[src/verilog/io_fwd_params.svh]
// constants for the i/o forwarding decoder: offsets, fields, reset values, timing
`ifndef IO_FWD_PARAMS_SVH
`define IO_FWD_PARAMS_SVH

// configuration byte offsets
`define IOF_OFF_BASE_LO   8'h1c
`define IOF_OFF_LIMIT_LO  8'h1d
`define IOF_OFF_BASE_HI   8'h30
`define IOF_OFF_LIMIT_HI  8'h32

// field layout and fixed values
`define IOF_RO_NIBBLE     4'h1
`define IOF_GRAN_BITS     12
`define IOF_BASE_FILL     12'h000
`define IOF_LIMIT_FILL    12'hfff
`define IOF_LOW64K_UPPER  16'h0000
`define IOF_ISA_SEL_MSB   9
`define IOF_ISA_SEL_LSB   8
`define IOF_ISA_LOW_BLK   2'h0

// reset values
`define IOF_RST_NIBBLE    4'h0
`define IOF_RST_UPPER     16'h0000
`define IOF_RST_BASE      32'h0000_0000
`define IOF_RST_LIMIT     32'h0000_0fff

// cycles from a sampled address phase to the decode answer
`define IOF_DEC_LAT       1

`endif

[src/verilog/io_fwd_pkg.sv]
// types shared by the i/o forwarding decoder modules
`default_nettype none
package io_fwd_pkg;

  // assembled 32-bit window bounds
  typedef struct packed {
    logic [31:0] base;
    logic [31:0] limit;
  } io_window_t;

  // one address phase seen on a bus
  typedef struct packed {
    logic        valid;
    logic        is_io;
    logic [31:0] addr;
  } xact_t;

  // window comparison results for one address
  typedef struct packed {
    logic in_win;
    logic low64k;
    logic isa_top;
  } win_hit_t;

  // where a decoded transaction goes
  typedef enum logic [1:0] {
    ROUTE_NONE,
    ROUTE_DOWN,
    ROUTE_UP
  } route_t;

endpackage
`default_nettype wire

[src/verilog/io_fwd_decoder.sv]
// i/o forwarding decoder: claims primary i/o cycles and secondary upstream cycles
`timescale 1ns/1ns
`default_nettype none
`include "io_fwd_params.svh"

////////////////////////////////////////////////////////////////////////
module io_fwd_decoder
  import io_fwd_pkg::*;
(
  // clock and reset
  input  wire logic        i_clk,
  input  wire logic        i_sys_rst,
  // configuration byte access
  input  wire logic        i_cfg_wr,
  input  wire logic        i_cfg_rd,
  input  wire logic [7:0]  i_cfg_addr,
  input  wire logic [7:0]  i_cfg_wdata,
  output logic      [7:0]  o_cfg_rdata,
  output logic             o_cfg_rvalid,
  // command and bridge control bits
  input  wire logic        i_io_en,
  input  wire logic        i_master_en,
  input  wire logic        i_isa_en,
  // primary address phase
  input  wire logic        i_pri_valid,
  input  wire logic        i_pri_is_io,
  input  wire logic [31:0] i_pri_addr,
  // primary decode answer
  output logic             o_pri_dec_valid,
  output logic             o_pri_claim,
  output logic      [31:0] o_pri_fwd_addr,
  // secondary address phase
  input  wire logic        i_sec_valid,
  input  wire logic        i_sec_is_io,
  input  wire logic [31:0] i_sec_addr,
  input  wire logic        i_sec_mem_up_hit,
  // secondary decode answer
  output logic             o_sec_dec_valid,
  output logic             o_sec_claim,
  output logic      [31:0] o_sec_fwd_addr,
  // route of the last answer, for both buses
  output var route_t       o_pri_route,
  output var route_t       o_sec_route
);

  io_window_t win;
  win_hit_t   pri_hit;
  win_hit_t   sec_hit;
  xact_t      pri_x;
  xact_t      sec_x;
  xact_t      pri_q;
  xact_t      sec_q;
  logic       pri_claim_q;
  logic       sec_claim_q;
  route_t     pri_route_q;
  route_t     sec_route_q;

  ////////////////////////////////////////////////////////////////////////
  // configuration registers and window assembly
  io_cfg_regs u_regs (
    .i_clk     (i_clk),
    .i_sys_rst (i_sys_rst),
    .i_wr      (i_cfg_wr),
    .i_rd      (i_cfg_rd),
    .i_addr    (i_cfg_addr),
    .i_wdata   (i_cfg_wdata),
    .o_rdata   (o_cfg_rdata),
    .o_rvalid  (o_cfg_rvalid),
    .o_win     (win)
  );

  // one comparator per bus so both phases decode in the same cycle
  io_window_cmp u_pri_cmp (
    .i_win  (win),
    .i_addr (i_pri_addr),
    .o_hit  (pri_hit)
  );

  io_window_cmp u_sec_cmp (
    .i_win  (win),
    .i_addr (i_sec_addr),
    .o_hit  (sec_hit)
  );

  ////////////////////////////////////////////////////////////////////////
  // decode terms
  assign pri_x = '{valid: i_pri_valid, is_io: i_pri_is_io, addr: i_pri_addr};
  assign sec_x = '{valid: i_sec_valid, is_io: i_sec_is_io, addr: i_sec_addr};

  // isa carve-out applies only inside the window and below 64kb
  wire isa_pri_top = i_isa_en && pri_hit.in_win && pri_hit.low64k && pri_hit.isa_top;
  wire isa_sec_top = i_isa_en && sec_hit.in_win && sec_hit.low64k && sec_hit.isa_top;

  // downstream: io enable, inside window, not an isa top block
  wire pri_down = pri_x.valid && pri_x.is_io && i_io_en
                  && pri_hit.in_win && !isa_pri_top;

  // upstream i/o: outside the window, or the isa top 768 bytes
  wire sec_io_up  = sec_x.is_io && (!sec_hit.in_win || isa_sec_top);
  // memory ranges are decoded elsewhere; this block only gates them
  wire sec_mem_up = !sec_x.is_io && i_sec_mem_up_hit;
  wire sec_up     = sec_x.valid && i_master_en && (sec_io_up || sec_mem_up);

  ////////////////////////////////////////////////////////////////////////
  // primary answer register
  always_ff @(posedge i_clk)
  begin
    if (i_sys_rst)
    begin
      pri_q       <= '0;
      pri_claim_q <= 1'b0;
      pri_route_q <= ROUTE_NONE;
    end
    else
    begin
      pri_q       <= pri_x.valid ? pri_x : '{valid: 1'b0, is_io: pri_q.is_io, addr: pri_q.addr};
      pri_claim_q <= pri_down;
      pri_route_q <= pri_down ? ROUTE_DOWN : ROUTE_NONE;
    end
  end

  // secondary answer register
  always_ff @(posedge i_clk)
  begin
    if (i_sys_rst)
    begin
      sec_q       <= '0;
      sec_claim_q <= 1'b0;
      sec_route_q <= ROUTE_NONE;
    end
    else
    begin
      sec_q       <= sec_x.valid ? sec_x : '{valid: 1'b0, is_io: sec_q.is_io, addr: sec_q.addr};
      sec_claim_q <= sec_up;
      sec_route_q <= sec_up ? ROUTE_UP : ROUTE_NONE;
    end
  end

  // no translation: the captured address is the forwarded address
  assign o_pri_dec_valid = pri_q.valid;
  assign o_pri_claim     = pri_claim_q;
  assign o_pri_fwd_addr  = pri_q.addr;
  assign o_sec_dec_valid = sec_q.valid;
  assign o_sec_claim     = sec_claim_q;
  assign o_sec_fwd_addr  = sec_q.addr;
  assign o_pri_route     = pri_route_q;
  assign o_sec_route     = sec_route_q;
endmodule
`default_nettype wire

[src/verilog/io_window_cmp.sv]
// compares one address against the i/o window and the isa sub-block layout
`timescale 1ns/1ns
`default_nettype none
`include "io_fwd_params.svh"
module io_window_cmp
  import io_fwd_pkg::*;
(
  // window and address
  input  wire io_window_t  i_win,
  input  wire logic [31:0] i_addr,
  // results
  output var win_hit_t     o_hit
);

  // inclusive at both ends; base above limit leaves no address inside
  wire inside_win = (i_addr >= i_win.base) && (i_addr <= i_win.limit);
  wire below_64k  = (i_addr[31:16] == `IOF_LOW64K_UPPER);
  // any of bits 9:8 set means the top 768 bytes of an aligned 1kb block
  wire top_block  = (i_addr[`IOF_ISA_SEL_MSB:`IOF_ISA_SEL_LSB] != `IOF_ISA_LOW_BLK);
  // one driver for the whole result struct
  assign o_hit = '{in_win: inside_win, low64k: below_64k, isa_top: top_block};

endmodule
`default_nettype wire

[src/verilog/io_cfg_regs.sv]
// i/o base and limit configuration bytes with the assembled window
`timescale 1ns/1ns
`default_nettype none
`include "io_fwd_params.svh"
module io_cfg_regs
  import io_fwd_pkg::*;
(
  // clock and reset
  input  wire logic       i_clk,
  input  wire logic       i_sys_rst,
  // configuration byte access
  input  wire logic       i_wr,
  input  wire logic       i_rd,
  input  wire logic [7:0] i_addr,
  input  wire logic [7:0] i_wdata,
  output logic      [7:0] o_rdata,
  output logic            o_rvalid,
  // assembled window
  output var io_window_t  o_win
);

  logic [3:0]  base_nib_q;
  logic [3:0]  limit_nib_q;
  logic [15:0] base_hi_q;
  logic [15:0] limit_hi_q;
  logic [7:0]  rdata_d;
  logic [7:0]  rdata_q;
  logic        rvalid_q;

  ////////////////////////////////////////////////////////////////////////
  // address decode
  wire hit_base_lo  = (i_addr == `IOF_OFF_BASE_LO);
  wire hit_limit_lo = (i_addr == `IOF_OFF_LIMIT_LO);
  wire hit_base_h0  = (i_addr == `IOF_OFF_BASE_HI);
  wire hit_base_h1  = (i_addr == (`IOF_OFF_BASE_HI + 8'h01));
  wire hit_limit_h0 = (i_addr == `IOF_OFF_LIMIT_HI);
  wire hit_limit_h1 = (i_addr == (`IOF_OFF_LIMIT_HI + 8'h01));

  // writable fields; the low nibbles of the low bytes hold no storage
  always_ff @(posedge i_clk)
  begin
    if (i_sys_rst)
    begin
      base_nib_q  <= `IOF_RST_NIBBLE;
      limit_nib_q <= `IOF_RST_NIBBLE;
      base_hi_q   <= `IOF_RST_UPPER;
      limit_hi_q  <= `IOF_RST_UPPER;
    end
    else if (i_wr)
    begin
      if (hit_base_lo)  base_nib_q        <= i_wdata[7:4];
      if (hit_limit_lo) limit_nib_q       <= i_wdata[7:4];
      if (hit_base_h0)  base_hi_q[7:0]    <= i_wdata;
      if (hit_base_h1)  base_hi_q[15:8]   <= i_wdata;
      if (hit_limit_h0) limit_hi_q[7:0]   <= i_wdata;
      if (hit_limit_h1) limit_hi_q[15:8]  <= i_wdata;
    end
  end

  // read mux; bytes outside this block read as zero
  always_comb
  begin
    if (hit_base_lo)       rdata_d = {base_nib_q, `IOF_RO_NIBBLE};
    else if (hit_limit_lo) rdata_d = {limit_nib_q, `IOF_RO_NIBBLE};
    else if (hit_base_h0)  rdata_d = base_hi_q[7:0];
    else if (hit_base_h1)  rdata_d = base_hi_q[15:8];
    else if (hit_limit_h0) rdata_d = limit_hi_q[7:0];
    else if (hit_limit_h1) rdata_d = limit_hi_q[15:8];
    else                   rdata_d = 8'h00;
  end

  // read answer one cycle after the strobe
  always_ff @(posedge i_clk)
  begin
    if (i_sys_rst)
    begin
      rdata_q  <= 8'h00;
      rvalid_q <= 1'b0;
    end
    else
    begin
      rdata_q  <= i_rd ? rdata_d : rdata_q;
      rvalid_q <= i_rd;
    end
  end

  assign o_rdata  = rdata_q;
  assign o_rvalid = rvalid_q;
  // 4kb granularity: low twelve bits are implied, never stored
  assign o_win = '{base:  {base_hi_q, base_nib_q, `IOF_BASE_FILL},
                   limit: {limit_hi_q, limit_nib_q, `IOF_LIMIT_FILL}};

endmodule
`default_nettype wire

[config.mk]
export PLATFORM = sky130hd
export DESIGN_NAME = io_fwd_decoder
export DESIGN_NICKNAME = d
export VERILOG_FILES = /design/src/verilog/io_fwd_pkg.sv /design/src/verilog/io_fwd_decoder.sv /design/src/verilog/io_window_cmp.sv /design/src/verilog/io_cfg_regs.sv
export VERILOG_INCLUDE_DIRS = /design/src /design/src/verilog
export SDC_FILE = /design/constraint.sdc
export NUM_CORES = 1
export LEC_CHECK = 0
export ABC_CLOCK_PERIOD_IN_PS = 2600
export BUFFER_PORTS_ARGS = -buffer_cell sky130_fd_sc_hd__buf_2
export CAP_MARGIN = 20
export CORE_MARGIN = 10
export CORE_UTILIZATION = 55
export DETAILED_ROUTE_END_ITERATION = 16
export GPL_ROUTABILITY_DRIVEN = 0
export PLACE_DENSITY = 0.8
export SYNTH_ARGS = -nofsm -noshare
export SYNTH_HDL_FRONTEND = slang
export SYNTH_HIERARCHICAL = 1
export SYNTH_SLANG_ARGS = --single-unit
[constraint.sdc]
create_clock -name i_clk -period 2.6 [get_ports i_clk]
set_input_delay 0.39 -clock i_clk [delete_from_list [all_inputs] [get_ports i_clk]]
set_output_delay 0.39 -clock i_clk [all_outputs]
set_load 0.1 [all_outputs]
### After elaboration in Yosys (flattened, before gate mapping)

Cells that the tools add are included.

| word-level totals | value |
|---|---|
| bits in registers | 123 |

| operators by class | value |
|---|---|
| reduce and logical (&&, ||, !) cells | 31 |
| order comparisons | 4 |
| multiplexer cells | 10 |
| equality and inequality tests | 6 |

Operator list:

| cell | number |
|---|---|
| $mux 34 | 2 |
| $ge 32x32->1 | 2 |
| $le 32x32->1 | 2 |
| $mux 8 | 6 |
| $eq 8x6->1 const B | 4 |
| $logic_not 16->1 | 2 |
| $eq 8x5->1 const B | 2 |
| $logic_and 1x1->1 | 16 |
| $reduce_and 2->1 | 6 |
| $reduce_bool 2->1 | 2 |
| $logic_not 1->1 | 3 |
| $logic_or 1x1->1 | 2 |
| $mux 2 | 1 |
| $mux 1 | 1 |

### Longest topological paths before layout

| depth | value |
|---|---|
| word-level depth | 10 |
| mapped depth | 12 |
| gate-level depth less buffers | 10 |

### Cells and area by module

The synthesis kept the hierarchy.

Modules (own cells, without submodules):

| module | area each (um^2) | times used | cells each |
|---|---|---|---|
| io_window_cmp | 1666.6 | 2 | 235 |
| io_cfg_regs | 2615.0 | 1 | 253 |
| io_fwd_decoder | 2493.6 | 1 | 225 |

### Least setup slack after synthesis

Ideal clock, no wire load.

| timing path | value |
|---|---|
| path type | input -> register |
| start | input port i_pri_addr[23] |
| end | register pri_claim_q (netlist: o_pri_claim) |
| path slack | 0.355 ns |
| arrival time | 2.130 ns |
| data required time | 2.484 ns |
| cell stages on the path | 9 |
| library setup time | 0.116 ns |
| path through | ha_1 > nand2_1 > or4_4 > o221a_1 > a31oi_1 > a311oi_1 > buf_4 > and3_1 > and3_1 |

| between the ends | value |
|---|---|
| longest elaborated chain between the ends | 7 |

RTL lines:

| what | line | source |
|---|---|---|
| from (decl) | io_fwd_decoder.sv:27 | `input wire logic [31:0] i_pri_addr,` |
| $ge 32x32->1 / $le 32x32->1 (equally long branches) | io_window_cmp.sv:16 | `wire inside_win = (i_addr >= i_win.base) && (i_addr <= i_win.limit);` |
| $logic_and 1x1->1 * | io_window_cmp.sv:16 |  |
| named net u_pri_cmp.inside_win | io_window_cmp.sv:16 |  |
| $logic_and 1x1->1 (3 in a row) | io_fwd_decoder.sv:91 | `wire isa_pri_top = i_isa_en && pri_hit.in_win && pri_hit.low64k && pri_hit.isa_top;` |
| $logic_not 1->1 | io_fwd_decoder.sv:96 | `&& pri_hit.in_win && !isa_pri_top;` |
| $logic_and 1x1->1 * | io_fwd_decoder.sv:96 |  |
| to (signal assigned) | io_fwd_decoder.sv:117 | `pri_claim_q <= pri_down;` |
| to (decl) | io_fwd_decoder.sv:53 | `logic pri_claim_q;` |

Mark *: on every way through the listed nets, which the timed path passes. The rest lies on a longest branch.
A chain may end at the register's enable or synchronous reset.

==> metrics <==
status complete, no violations; sequential-to-total area share from yosys stat 27.7%; Detailed Routing Iterations Pass 1 7; largest net degree at the start of global routing 68; DRT Wirelength 24.0 mm; via count 7,281; Final TNS setup 0 ns; global-route wire length before repair 37.4 mm; Post-synth EDFFs 0; Req. time, crit path 2.93 ns; dpl hpwl 19.0 mm; critical path's slowest cell a2111oi_0; maxcap violations 0; H-tree levels 4; Die Y 144 um; Initial Util 55.7%; CP max stage delay 0.48 ns; fillcell total 1,245; largest area contributor in the netlist dfxtp_1; Net Sw Frac 31.4%; Avg Inst Size Synth 8.90 um^2; Finished Layout Cells 1,303; Hold Fails Final Rpt 0; prevailing post-synth register cell dfxtp_1; Layout Skew 0.00750 ns; RSZ-0062 raised after global routing no; PwrDens 580 nW/um^2; crit start category flip-flop; routed len/inst 18.4 um; Clk Latency, worst-skew pair 0.42 ns; ANT nets after route 0; WS Path Type flip-flop to flip-flop; # nets final 1,321; clock-pin slew on the worst setup and hold paths 0.05 ns; number of global-route vias before repair 7,163; Hold Crit Class primary input to flip-flop; Pint 3.90 mW; Slew @ Worst Pin 0.627 ns; DIE AREA 20,700 um^2; flop and latch count out of synthesis 117; Slew Limit Fails 0; Synth top cells by count 134 x inv_1, 128 x ha_1, 117 x dfxtp_1; most numerous cell on the critical path a311oi_1; Post-synth ARST share 0%; Post-CTS Setup Repair Bufs 0; Period minus WS final 2.43 ns; DP Cell Count 1,270; crit-path max FO 4; vias per cell 5.59; row count 45; fmax 411 MHz; flop2flop setup slack 0.17 ns; CTS Root Cell clkbuf_16; CTS sink count 117; Peak VDD IR 0.000439 V; Cell variety after synth 53; Logic pwr share 22.1%; Critical Path AT 2.76 ns; most numerous cell in the Yosys netlist inv_1; Syn. warnings 6; NetSw 1.79 mW; ranking of synthesized cells by area dfxtp_1 28%, ha_1 19%, mux2i_1 11%; Area Overhead vs Synth 16.2%; final cycle utilization of the critical path 93.5%; All-Layer GR Usage 23.1%; crit end category flip-flop; clock share of power 44.7%; Post-route DRC 0; post-cts sizing count 0; max_slew headroom 58.2%; sequential power share 33.3%; die width 144 um; final hold slack 0.181 ns; # IOs 173; cts hold-fix bufs 0; Initial DRC Count 483; Port Buffers 170; layout cells sized above 1 21.0%; synthesized cell area 8440 um^2; clock tree buffer depth 2; Synth top area share 27.7%; CORE AREA 15,100 um^2; Mapped Cells 948; GR Overflow Total 0; initial antenna violation count 1; TritonCTS clock tree yes; fin util 64.8%; Inserted Clock Buffers 17; Cell Chain, Critical Path inv_1 -> ha_1 -> a211oi_1 -> nor2_1 -> a2111oi_0 -> o21ai_0 -> a21oi_1 -> a311oi_1 -> a311oi_1; Leakage 4.74 nW; Setup-failing EPs final 0
## state kept, by name (all words and copies together) (netlist names)
name                cells
u_regs/base_nib_q       4
u_regs/o_rdata          8
o_sec_route             1
o_pri_claim             1
o_pri_fwd_addr         32
u_regs/limit_nib_q      4
o_pri_dec_valid         1
u_regs/base_hi_q       16
o_sec_dec_valid         1
o_sec_fwd_addr         32
u_regs/limit_hi_q      16
u_regs/o_rvalid         1
## through the flow
| step | power [mW] | cell area [um^2] | setup WS [ns] |
|---|---|---|---|
| floorplan | 2.90 | 8530 | 0.355 |
| global placement | 3.14 | 9170 | 0.135 |
| detailed placement | 3.16 | 9170 | 0.110 |
| CTS | 5.71 | 9800 | 0.171 |
| global route | 5.90 | 9810 | 0.0398 |
| finish | 5.69 | 9810 | 0.169 |
## cells by family after synthesis
| logic type | count (synthesis) | synth area share [%] |
|---|---|---|
| other | 3 | 0.133 |
| and+or+nand+nor | 258 | 17.0 |
| DFF | 117 | 27.7 |
| muxes | 104 | 13.5 |
| buffers and inverters | 204 | 12.5 |
| AOI/OAI and AO/OA | 134 | 10.1 |
| adders and majority gates | 128 | 19.0 |
## placed cells by master (no fill, tap or decap), types with 3 or more instances in the layout
cell type,count
nand4_1,28
nor4_1,8
nor2b_1,4
buf_4,9
ha_1,128
o21bai_1,4
nor2_1,81
nand2b_1,43
conb_1,26
buf_2,169
a21oi_1,56
a21o_1,8
nor4_4,3
a311oi_1,3
a211oi_1,7
dfxtp_1,117
o21ai_0,20
nand2_1,42
o31ai_1,8
clkbuf_8,4
nand3_1,17
a32oi_1,4
clkbuf_16,17
and4_1,7
inv_1,134
clkbuf_1,3
a221oi_1,10
mux4_2,8
a31oi_1,4
mux2i_1,96
bufinv_16,4
## path summary, 6_finish.rpt
kind                   startpoint                end  cells past startpoint
max          u_regs/base_nib_q[1]     o_sec_route[1]                      9
min reg2reg     u_regs/o_rdata[3]  u_regs/o_rdata[3]                      2
min                   i_sec_is_io     o_sec_route[1]                      2
max reg2reg  u_regs/base_nib_q[1]     o_sec_route[1]                      9
## final cells by class
class | instances | area, um^2 | share of cell area (%)
clock buffers | 24 | 492 | 5.01
multi-input cells | 650 | 5130 | 52.3
diodes | 1 | 2.50 | 0.0255
inverters | 135 | 507 | 5.17
flip-flops and latches | 117 | 2340 | 23.9
clock inverters | 8 | 145 | 1.48
repair buffers | 180 | 953 | 9.72
well taps | 188 | 235 | 2.40
## per-layer routing
| layer | part of all wire [%] | GRT usage, % |
|---|---|---|
| met5 | 0.042 | 0 |
| met4 | 2.2 | 8.22 |
| met3 | 6.1 | 5.51 |
| met2 | 50 | 40.2 |
| met1 | 42 | 27.0 |
## critical path: cells and delay by family (launching register included)
family                     cells  cell delay, ns
AOI/OAI and AO/OA              6            1.47
and+or+nand+nor                1            0.09
adders and majority gates      1            0.29
buffers and inverters          1            0.07
DFF                            1            0.42
## power groups by stage
| stage | logic [mW] | clock network [mW] | registers, mW |
|---|---|---|---|
| after detailed placement | 1.23 | 0 | 1.93 |
| after global routing | 1.35 | 2.65 | 1.90 |
| after floorplan | 0.526 | 0 | 2.38 |
| final | 1.25 | 2.54 | 1.89 |
| after global placement | 1.21 | 0 | 1.93 |
| after CTS | 1.24 | 2.59 | 1.89 |
(Power assumes the default switching activity.)
